<file path="config.mk">
export PLATFORM = sky130hd
export DESIGN_NAME = rea_top
export DESIGN_NICKNAME = d
export VERILOG_FILES = /design/src/common/rea_pkg.sv /design/src/logic/rea_top.sv
export VERILOG_INCLUDE_DIRS = /design/src /design/src/common
export SDC_FILE = /design/constraint.sdc
export NUM_CORES = 1
export LEC_CHECK = 0
export BUFFER_PORTS_ARGS = -buffer_cell sky130_fd_sc_hd__buf_2
export CAP_MARGIN = 20
export CORE_MARGIN = 8
export CORE_UTILIZATION = 40
export CTS_CLUSTER_SIZE = 28
export DETAILED_ROUTE_END_ITERATION = 8
export PLACE_DENSITY = 0.57
export SLEW_MARGIN = 20
export SYNTH_ARGS = -nofsm -noshare
export SYNTH_HDL_FRONTEND = slang
export SYNTH_SLANG_ARGS = --single-unit
</file>
<file path="constraint.sdc">
create_clock -name ref_clk -period 90 [get_ports ref_clk]
set_clock_uncertainty 0.2 [all_clocks]
set_input_delay 9 -clock ref_clk [delete_from_list [all_inputs] [get_ports ref_clk]]
set_output_delay 9 -clock ref_clk [all_outputs]
set_load 0.005 [all_outputs]
</file>
<file path="src/common/rea_defines.svh">
// Offsets, field positions, reset values and timing counts of the reactive energy block
`ifndef REA_DEFINES_SVH
`define REA_DEFINES_SVH

`define REA_IDX_WAVE 8'h0D
`define REA_IDX_NOLOAD_MODE_CONFIG 8'h0E
`define REA_IDX_ACCUMULATION_MODE_CONFIG 8'h0F
`define REA_IDX_GAIN 8'h1B
`define REA_IDX_IRQEN_LO 8'hD9
`define REA_IDX_IRQEN_HI 8'hDB
`define REA_IDX_IRQST_LO 8'hDC
`define REA_IDX_ENERGY 8'h40
`define REA_IDX_ENERGY_RC 8'h41
`define REA_IDX_DIV 8'h42

`define REA_RST_REG 8'h00

`define REA_ACC_SIGN_DIR_BIT 0
`define REA_ACC_TAMPER_BIT 1
`define REA_ACC_ABS_BIT 2
`define REA_NL_LO_BIT 0
`define REA_NL_HI_BIT 1
`define REA_GAIN_SIGN_SRC_BIT 7
`define REA_WAVE_RATE_LO_BIT 0
`define REA_WAVE_RATE_HI_BIT 1
`define REA_WAVE_SRC_LO_BIT 2
`define REA_WAVE_SRC_HI_BIT 4
`define REA_WAVE_SRC_REACTIVE 3'h1
`define REA_IRQEN_HI_WAVE_BIT 0
`define REA_IRQ_SIGN_BIT 0
`define REA_IRQ_NOLOAD_BIT 1
`define REA_IRQ_HALF_BIT 2
`define REA_IRQ_OVF_BIT 3

`define REA_NL_PPM_01 150
`define REA_NL_PPM_10 75
`define REA_NL_PPM_11 37
`define REA_PPM_DEN 1000000

`define REA_ACC_PERIOD_MCLK 5
`define REA_CLK_HZ 200000000
`define REA_WAVE_MAX_SPS 27900

`endif

</file>
<file path="src/common/rea_pkg.sv">
// Types shared by the reactive energy block
package rea_pkg;
    typedef logic [7:0] rea_reg_t;
    typedef logic [31:0] rea_word_t;
    typedef enum logic [2:0] {
        REA_MODE_SIGNED = 3'b001,
        REA_MODE_TAMPER = 3'b010,
        REA_MODE_ABS = 3'b100
    } rea_mode_t;
endpackage

</file>
<file path="src/logic/rea_top.sv">
// Reactive energy sign, no-load and accumulation block with Avalon-MM registers
//
// Overview of operation
// RULE1: phase shifter is -90 degrees with integrator on, +90 with it off.
// RULE2: reactive power positive for 0..90 degrees, negative for -90..0, any integrator.
// RULE3: sign change seen on filtered power or per pulse, chosen by sign source bit.
// RULE4: direction bit clear: flag sets on positive-to-negative transition.
// RULE5: direction bit set: flag sets on negative-to-positive transition.
// RULE6: enabled sign flag holds the interrupt until software clears it.
// RULE7: no accumulation while the product is below the no-load threshold.
// RULE8: below threshold sets no-load flag; enabled, it holds the interrupt.
// RULE9: threshold field 00 off, 01/10/11 give 0.015, 0.0075, 0.0037 percent.
// RULE10: 49-bit hidden signed accumulator; energy register shows its upper 24 bits.
// RULE11: one sample added every 5 clock periods.
// RULE12: both mode bits clear: signed accumulation, negative energy subtracts.
// RULE13: both mode bits set: absolute accumulation wins.
// RULE14: anti-tamper adds with active power positive, subtracts when negative; pulses too.
// RULE15: absolute mode accumulates magnitude, skipping no-load samples; pulses too.
// RULE16: product divided by 8-bit divider; zero divides by one.
// RULE17: read-clear register returns energy and clears accumulator upper 24 bits.
// RULE18: energy wraps to 0x800000 going up and 0x7FFFFF going down.
// RULE19: interrupt possible on half-full either sign and on overflow or underflow.
// RULE20: reactive power selectable as waveform source at 27.9, 14, 7, 3.5 kSPS.
// RULE21: after reset accumulation is signed, tamper and absolute off.
// RULE22: sign and no-load detection keep running in tamper and absolute modes.
`include "rea_defines.svh"

module rea_top #(
    parameter int SW = 24,
    parameter int WAVE_BASE_DIV = `REA_CLK_HZ / `REA_WAVE_MAX_SPS
) (
    input wire logic ref_clk,
    input wire logic rst,
    input wire logic [9:0] avs_address,
    input wire logic avs_read,
    input wire logic avs_write,
    input wire rea_pkg::rea_word_t avs_writedata,
    output rea_pkg::rea_word_t avs_readdata,
    output logic avs_waitrequest,
    input wire logic signed [SW-1:0] product_in,
    input wire logic integrator_enable,
    input wire logic active_power_negative,
    input wire logic pulse_strobe,
    input wire logic pulse_negative,
    output logic phase_shift_negative,
    output logic signed [SW-1:0] pulse_power,
    output logic meter_irq,
    output logic signed [SW-1:0] wave_data,
    output logic wave_valid
);
    import rea_pkg::*;

    localparam int AW = 49;
    localparam int EW = 24;
    localparam int WCW = 16;
    localparam logic [SW-1:0] FULL_SCALE = {1'b0, {(SW - 1){1'b1}}};

    // Elaboration checks; divider, counter and tick widths assume these ranges
    if (SW < 8 || SW > 40) begin : g_bad_sw
        $error("SW must lie between 8 and 40");
    end
    if (WAVE_BASE_DIV < 2 || WAVE_BASE_DIV * 8 > 65535) begin : g_bad_wave_div
        $error("WAVE_BASE_DIV out of range");
    end
    if (`REA_ACC_PERIOD_MCLK < 2 || `REA_ACC_PERIOD_MCLK > 8) begin : g_bad_period
        $error("accumulation period does not fit the tick counter");
    end

    function automatic logic [SW-1:0] mag_of(input logic signed [SW-1:0] v);
        mag_of = v[SW-1] ? SW'(-v) : SW'(v);
    endfunction

    function automatic logic [SW-1:0] thr_of(input int ppm);
        longint t;
        t = (longint'(FULL_SCALE) * longint'(ppm)) / longint'(`REA_PPM_DEN);
        thr_of = SW'(t);
    endfunction

    function automatic logic [EW-1:0] top_of(input logic [AW-1:0] a);
        top_of = a[AW-1:AW-EW];
    endfunction

    // Sign goes back on after the magnitude divide, so the quotient truncates toward zero
    function automatic logic signed [SW-1:0] with_sign(input logic [SW-1:0] m, input logic neg);
        with_sign = neg ? SW'(-m) : SW'(m);
    endfunction

    // Upper two energy bits part company as the register passes half scale either way
    function automatic logic half_cross(input logic [EW-1:0] o, input logic [EW-1:0] n);
        half_cross = (n[EW-1] != n[EW-2]) && (o[EW-1] == o[EW-2]);
    endfunction

    // A wrap counts only when the addend pushes the sign bit in its own direction
    function automatic logic wraps(input logic [EW-1:0] o, input logic [EW-1:0] n, input logic add_neg);
        wraps = (o[EW-1] != n[EW-1]) && (add_neg == o[EW-1]);
    endfunction

    function automatic rea_word_t reg_word(input rea_reg_t r);
        reg_word = {24'h000000, r};
    endfunction

    // Registers
    rea_reg_t wave_cfg_q, nl_cfg_q, acc_cfg_q, gain_cfg_q;
    rea_reg_t irq_en_lo_q, irq_en_hi_q, irq_st_lo_q, div_q;
    logic [AW-1:0] acc_q;
    logic wait_q;
    rea_word_t rdata_q;
    logic [2:0] tick_q;
    logic prev_neg_q;
    logic irq_q;
    logic phase_q;
    logic signed [SW-1:0] pulse_q;
    logic [WCW-1:0] wave_cnt_q;
    logic signed [SW-1:0] wave_data_q;
    logic wave_valid_q;

    // Bus decode
    logic req, access, acc_wr, acc_rd;
    logic rc_hit;
    logic [7:0] idx;
    assign req = avs_read | avs_write;
    assign access = req & ~wait_q;
    assign acc_wr = access & avs_write;
    assign acc_rd = access & avs_read;
    assign idx = avs_address[9:2];
    // Clear strobe only on the accepting edge, never on the wait cycle
    assign rc_hit = acc_rd && idx == `REA_IDX_ENERGY_RC;

    // Sample path
    logic tick;
    logic signed [SW-1:0] q_fixed;
    logic [SW-1:0] q_mag, q_quot, thr;
    logic [7:0] div_eff;
    logic below;
    rea_mode_t mode;
    logic signed [SW-1:0] addend;
    logic [AW-1:0] sum;
    logic [EW-1:0] old_e, new_e;

    // Free-running sample divider, not aligned to bus traffic
    assign tick = (tick_q == 3'(`REA_ACC_PERIOD_MCLK - 1));
    // Integrator-on shifter inverts the product, so fold it back
    assign q_fixed = integrator_enable ? SW'(-product_in) : product_in; // see RULE2
    assign q_mag = mag_of(q_fixed);
    assign div_eff = (div_q == 8'h00) ? 8'h01 : div_q; // see RULE16
    assign q_quot = q_mag / SW'(div_eff); // see RULE16

    // Thresholds fold to constants, so no divider sits in the compare path
    always_comb begin
        case (nl_cfg_q[`REA_NL_HI_BIT:`REA_NL_LO_BIT]) // see RULE9
            2'b01: thr = thr_of(`REA_NL_PPM_01);
            2'b10: thr = thr_of(`REA_NL_PPM_10);
            2'b11: thr = thr_of(`REA_NL_PPM_11);
            default: thr = '0;
        endcase
    end
    // Undivided magnitude, so the divider never moves the no-load point
    assign below = q_mag < thr; // see RULE22

    // Absolute outranks anti-tamper, being the stricter of the two
    always_comb begin
        if (acc_cfg_q[`REA_ACC_ABS_BIT]) begin
            mode = REA_MODE_ABS; // see RULE13
        end else if (acc_cfg_q[`REA_ACC_TAMPER_BIT]) begin
            mode = REA_MODE_TAMPER;
        end else begin
            mode = REA_MODE_SIGNED; // see RULE12
        end
    end

    always_comb begin
        addend = '0;
        if (!below) begin // see RULE7
            case (mode)
                REA_MODE_ABS: addend = q_quot; // see RULE15
                REA_MODE_TAMPER: begin
                    addend = with_sign(q_quot, q_fixed[SW-1] ^ active_power_negative); // see RULE14
                end
                REA_MODE_SIGNED: addend = with_sign(q_quot, q_fixed[SW-1]); // see RULE12
                default: addend = '0;
            endcase
        end
    end

    // Modulo 2^49 add gives the wrap of the visible word
    assign sum = acc_q + {{(AW - SW){addend[SW-1]}}, addend}; // see RULE18
    assign old_e = top_of(acc_q);
    assign new_e = top_of(sum);

    // Events
    logic cur_neg, sign_evt, sign_src, sign_step, half_evt, ovf_evt;
    logic [7:0] st_set, st_clr;
    assign sign_src = gain_cfg_q[`REA_GAIN_SIGN_SRC_BIT];
    // Per-pulse mode compares only at pulses, so ripple between pulses never flags
    assign sign_step = sign_src ? pulse_strobe : tick; // see RULE3
    assign cur_neg = sign_src ? pulse_negative : q_fixed[SW-1]; // see RULE3
    always_comb begin
        sign_evt = 1'b0;
        if (sign_step && (cur_neg != prev_neg_q)) begin // see RULE22
            sign_evt = acc_cfg_q[`REA_ACC_SIGN_DIR_BIT] ? ~cur_neg : cur_neg; // see RULE4 see RULE5
        end
    end
    assign half_evt = tick && half_cross(old_e, new_e); // see RULE19
    assign ovf_evt = tick && wraps(old_e, new_e, addend[SW-1]); // see RULE19
    always_comb begin
        st_set = 8'h00;
        st_set[`REA_IRQ_SIGN_BIT] = sign_evt;
        st_set[`REA_IRQ_NOLOAD_BIT] = tick && below && (thr != '0); // see RULE8
        st_set[`REA_IRQ_HALF_BIT] = half_evt;
        st_set[`REA_IRQ_OVF_BIT] = ovf_evt;
    end
    assign st_clr = (acc_wr && idx == `REA_IDX_IRQST_LO) ? avs_writedata[7:0] : 8'h00;

    // Bus handshake: one wait cycle, then the accepting edge
    always_ff @(posedge ref_clk or posedge rst) begin
        if (rst) begin
            wait_q <= 1'b1;
        end else begin
            wait_q <= ~(req & wait_q);
        end
    end

    // Read word decoded ahead of the latch so the data stands through the answer cycle
    rea_word_t rd_word;
    always_comb begin
        case (idx)
            `REA_IDX_WAVE: rd_word = reg_word(wave_cfg_q);
            `REA_IDX_NOLOAD_MODE_CONFIG: rd_word = reg_word(nl_cfg_q);
            `REA_IDX_ACCUMULATION_MODE_CONFIG: rd_word = reg_word(acc_cfg_q);
            `REA_IDX_GAIN: rd_word = reg_word(gain_cfg_q);
            `REA_IDX_IRQEN_LO: rd_word = reg_word(irq_en_lo_q);
            `REA_IDX_IRQEN_HI: rd_word = reg_word(irq_en_hi_q);
            `REA_IDX_IRQST_LO: rd_word = reg_word(irq_st_lo_q);
            `REA_IDX_ENERGY: rd_word = {8'h00, top_of(acc_q)}; // see RULE10
            `REA_IDX_ENERGY_RC: rd_word = {8'h00, top_of(acc_q)}; // see RULE17
            `REA_IDX_DIV: rd_word = reg_word(div_q);
            default: rd_word = '0;
        endcase
    end

    always_ff @(posedge ref_clk or posedge rst) begin
        if (rst) begin
            rdata_q <= '0;
        end else if (req && wait_q) begin
            rdata_q <= rd_word;
        end
    end

    // Configuration registers
    // Unmapped writes are dropped but still answered
    always_ff @(posedge ref_clk or posedge rst) begin
        if (rst) begin
            wave_cfg_q <= `REA_RST_REG;
            nl_cfg_q <= `REA_RST_REG;
            acc_cfg_q <= `REA_RST_REG; // see RULE21
            gain_cfg_q <= `REA_RST_REG;
            irq_en_lo_q <= `REA_RST_REG;
            irq_en_hi_q <= `REA_RST_REG;
            div_q <= `REA_RST_REG;
        end else if (acc_wr) begin
            case (idx)
                `REA_IDX_WAVE: wave_cfg_q <= avs_writedata[7:0];
                `REA_IDX_NOLOAD_MODE_CONFIG: nl_cfg_q <= avs_writedata[7:0];
                `REA_IDX_ACCUMULATION_MODE_CONFIG: acc_cfg_q <= avs_writedata[7:0];
                `REA_IDX_GAIN: gain_cfg_q <= avs_writedata[7:0];
                `REA_IDX_IRQEN_LO: irq_en_lo_q <= avs_writedata[7:0];
                `REA_IDX_IRQEN_HI: irq_en_hi_q <= avs_writedata[7:0];
                `REA_IDX_DIV: div_q <= avs_writedata[7:0];
                default: ;
            endcase
        end
    end

    // Sticky status, write one to clear; a new event beats the clear
    always_ff @(posedge ref_clk or posedge rst) begin
        if (rst) begin
            irq_st_lo_q <= 8'h00;
        end else begin
            irq_st_lo_q <= (irq_st_lo_q & ~st_clr) | st_set; // see RULE6 see RULE8
        end
    end

    always_ff @(posedge ref_clk or posedge rst) begin
        if (rst) begin
            irq_q <= 1'b0;
        end else begin
            // Registered, so the line trails the status by one cycle
            irq_q <= |(irq_st_lo_q & irq_en_lo_q); // see RULE6 see RULE19
        end
    end

    always_ff @(posedge ref_clk or posedge rst) begin
        if (rst) begin
            tick_q <= 3'h0;
        end else begin
            tick_q <= tick ? 3'h0 : 3'(tick_q + 3'h1); // see RULE11
        end
    end

    // Accumulator; a sample landing on a read-clear keeps only its low bits
    always_ff @(posedge ref_clk or posedge rst) begin
        if (rst) begin
            acc_q <= '0;
        end else begin
            if (rc_hit) begin
                acc_q <= {{EW{1'b0}}, (tick ? sum[AW-EW-1:0] : acc_q[AW-EW-1:0])}; // see RULE17
            end else if (tick) begin
                acc_q <= sum; // see RULE10 see RULE11
            end
        end
    end

    always_ff @(posedge ref_clk or posedge rst) begin
        if (rst) begin
            prev_neg_q <= 1'b0;
        end else if (sign_step) begin
            prev_neg_q <= cur_neg; // see RULE3
        end
    end

    always_ff @(posedge ref_clk or posedge rst) begin
        if (rst) begin
            phase_q <= 1'b0;
            pulse_q <= '0;
        end else begin
            phase_q <= integrator_enable; // see RULE1
            if (tick) begin
                pulse_q <= addend; // see RULE14 see RULE15
            end
        end
    end

    // Waveform sampling; slowest rate is eight times the base period
    // Counter parks at zero while off, so the first sample comes one period after enable
    logic wave_on;
    logic [WCW-1:0] wave_last;
    assign wave_on = irq_en_hi_q[`REA_IRQEN_HI_WAVE_BIT]
        && wave_cfg_q[`REA_WAVE_SRC_HI_BIT:`REA_WAVE_SRC_LO_BIT] == `REA_WAVE_SRC_REACTIVE; // see RULE20
    assign wave_last = WCW'((WAVE_BASE_DIV << wave_cfg_q[`REA_WAVE_RATE_HI_BIT:`REA_WAVE_RATE_LO_BIT]) - 1);

    always_ff @(posedge ref_clk or posedge rst) begin
        if (rst) begin
            wave_cnt_q <= '0;
            wave_valid_q <= 1'b0;
            wave_data_q <= '0;
        end else begin
            wave_valid_q <= 1'b0;
            if (!wave_on || wave_cnt_q >= wave_last) begin
                wave_cnt_q <= '0;
            end else begin
                wave_cnt_q <= WCW'(wave_cnt_q + 1'b1);
            end
            if (wave_on && wave_cnt_q >= wave_last) begin
                wave_valid_q <= 1'b1; // see RULE20
                wave_data_q <= q_fixed;
            end
        end
    end

    assign avs_readdata = rdata_q;
    assign avs_waitrequest = wait_q;
    assign phase_shift_negative = phase_q;
    assign pulse_power = pulse_q;
    assign meter_irq = irq_q;
    assign wave_data = wave_data_q;
    assign wave_valid = wave_valid_q;
endmodule

</file>
==> reports/metrics.csv <==
stage,metric,value,unit
run_status,outcome,"finished, final reports clean",
synthesis,synth-edff-count,0,
clocking,clk_pin_slew_worst_paths,0.07,ns
grt,globalRoute.totalOverflow,0,
critical_path,rrSetupSlack,14.59,ns
synthesis,synth_top_area_cell,dfrtp_1,
clocking,tritoncts,built,
route,drt_iter0_drc,1585,
clocking,numCtsBuffers,23,
grt,track_usage,21.3,%
clocking,max-clock-path-buffers,3,
sta,drv_slew,0,
synthesis,yosys.area.top_type_share,21.3,%
sta,max_slew_margin,27.8,%
die,core_area,60400,um2
critical_path,cp.arrival,84.21,ns
route,dr.pass1.iters,7,
critical_path,r2r-start,div_q[4]$_DFFE_PP0P_,
sta,period_needed,83.99,ns
clocking,clock-root-buffer,clkbuf_16,
layout,post_route_cells_drive_above_1_share,13.8,%
route,viasPerCell,5.99,
synthesis,ys_types,113,
sta,hold_viol,0,
layout,fillers,6087,
die,io_pins,158,
sta,setup_viol,0,
sta,rsz0062_at_grt,false,
placement,dp_slack,2.04,ns
critical_path,crit_buf_inv,20,
sta,tns,0,ns
placement,place_area,25900,um2
placement,port_buffers,123,
critical_path,start_kind,primary input,
die,initial_core_util,40.5,%
grt,grt_pass1_vias,23400,
clocking,cts_hold_buf,0,
route,wl_per_cell,19.3,um
critical_path,cpMostUsedCell,o21a_1,
placement,gp_congestion,0.912,
synthesis,synth_area_leaders,"dfrtp_1 21%, ha_1 12%, nand2_1 5.2%",
clocking,cts.sinks,209,
sta,min_period_over_period,93.3,%
clocking,ctsHtreeMaxLevel,1,
sta,worst_pin_slew,1.08,ns
job,cap_violations,0,
layout,layout_common_cells,"335 x nand2_1, 305 x nor2_1, 241 x ha_1",
grt,grt_pass1_wl,124,mm
synthesis,synth_area,24500,um2
route,ant_nets,0,
critical_path,critPathMaxStageDelay,0.57,ns
layout,layout.nets,3491,
critical_path,cp_top_family,compound AO/OA/AOI/OAI gates,
layout,seq_area,5230,um2
synthesis,synth_ff_type,dfrtp_1,
min_path,hold_path.class,register to register,
layout,final_common_cell,nand2_1,
die,die_h,263,um
layout,multi_input_area,18600,um2
layout,area_growth,10.2,%
die,fp-row-count,90,
critical_path,crit_type,primary input to register,
synthesis,ys_seq_elements,209,
synthesis,ys_seq_area_share,21.4,%
critical_path,cp_max_fo,18,
route,drc,0,
synthesis,yosys_warnings,0,
synthesis,synthArstFlopShare,100,%
clocking,clkLatencyLatePin,0.54,ns
sta,fmax,0.0119,GHz
route,wl,76.8,mm
die,die_w,263,um
min_path,hold_start,avs_readdata[5]$_DFFE_PP0P_,
synthesis,postSynthCellCount,3087,
layout,antenna_cells,0,
placement,dp_hpwl,60.8,mm
critical_path,endpoint_kind,register,
die,die_area,69300,um2
grt,antenna_found_initial,3,
layout,final_area,27000,um2
sta,fin_ws,6.01,ns
critical_path,critPathRequiredTime,90.22,ns
synthesis,syn-mean-instance-area,7.92,um2
grt,grt_max_degree,74,
route,vias,23800,
critical_path,cp-startpoint,product_in[0],
critical_path,cp_slowest_cell,or4_4,
registers in the layout, indices dropped and copies added (netlist names), 16 cells and up:
signal / cells
acc_q: 49
avs_readdata: 24
pulse_power: 24
wave_data: 24
wave_cnt_q: 16
cell usage after synthesis (11+ instances only):
master / number
mux2_2: 95
nand4_1: 28
xor2_1: 63
a21boi_0: 13
a211oi_1: 18
o31a_1: 11
o21a_1: 110
o21ai_1: 17
a221oi_1: 11
inv_1: 100
o2111ai_1: 11
buf_2: 14
o211a_1: 11
nor2_1: 310
nand2_1: 338
ha_1: 242
clkbuf_1: 78
nand2b_1: 32
nor4_1: 19
dfrtp_1: 208
a31oi_1: 21
nor2b_1: 26
nor3_1: 150
o211ai_1: 19
and3_1: 36
xnor2_1: 132
a311oi_1: 11
and2_1: 36
o31ai_1: 57
or3_1: 34
o41ai_1: 15
or2_2: 31
mux2i_1: 25
a22o_1: 20
a21oi_1: 193
o21bai_1: 42
o21ai_0: 140
o22ai_1: 11
or4_1: 14
a22oi_1: 21
a21o_1: 40
nand3_1: 71
worst paths after layout:
kind / end / cells past startpoint
max: irq_st_lo_q[2]$_DFF_PP0_ / 354
min: avs_readdata[5]$_DFFE_PP0P_ / 2
max reg2reg: irq_st_lo_q[2]$_DFF_PP0_ / 349
min reg2reg: avs_readdata[5]$_DFFE_PP0P_ / 2
max in group asynchronous: acc_cfg_q[1]$_DFFE_PP0P_ / 3
min in group asynchronous: avs_readdata[13]$_DFFE_PP0P_ / 2
stage by stage:
step,cells,hold slack [ns],utilization (%)
final,3973,0.270,44.7
after global routing,3973,0.292,44.7
after CTS,3967,0.268,44.3
after detailed placement,3925,0.260,43.0
after global placement,3925,0.246,42.9
after floorplan,3094,0.232,-
metal layers:
metal	vias up	GRT usage, %	routed length, um
li1	11600	-	-
met1	11400	27.3	34200
met2	591	37.5	37000
met3	115	1.84	3390
met4	4	6.53	2040
met5	-	0	30
kinds of logic after synthesis:
logic type,share of synthesized area [%]
and+or+nand+nor,24.1
AOI/OAI and AO/OA,25.9
adders and majority gates,12.5
buffers and inverters,3.48
DFF,21.4
xor gates and xnor gates,7.14
muxes,5.45
other,0.0153
worst reg2reg max path: cells and delay by family (launching register included):
| kind | cells | cell delay [ns] |
|---|---|---|
| AO/OA/AOI/OAI | 204 | 41.50 |
| AND/OR/NAND/NOR | 96 | 20.41 |
| adder cells (fa/ha/maj) | 26 | 8.08 |
| buffers and inverters | 19 | 3.29 |
| multiplexers | 3 | 0.97 |
| flip-flops | 1 | 0.49 |
| XOR/XNOR | 1 | 0.34 |
timing repair:
action | 4_1_cts | 5_1_grt
setup endpoints to repair | 0 | 31
buffers inserted | 0 | 5
gates resized for setup | 0 | 38
final cells by class:
type / count / share of cell area [%]
timing repair buffer: 164 / 3.51
sequential: 209 / 19.4
tap: 782 / 3.63
multi-input combinational: 2675 / 69.0
inverter: 101 / 1.45
clock buffer: 31 / 2.39
clock inverter: 11 / 0.576
Power is not shown: default switching activity piles up to over one toggle a cycle in this logic, so the estimate is an artifact.
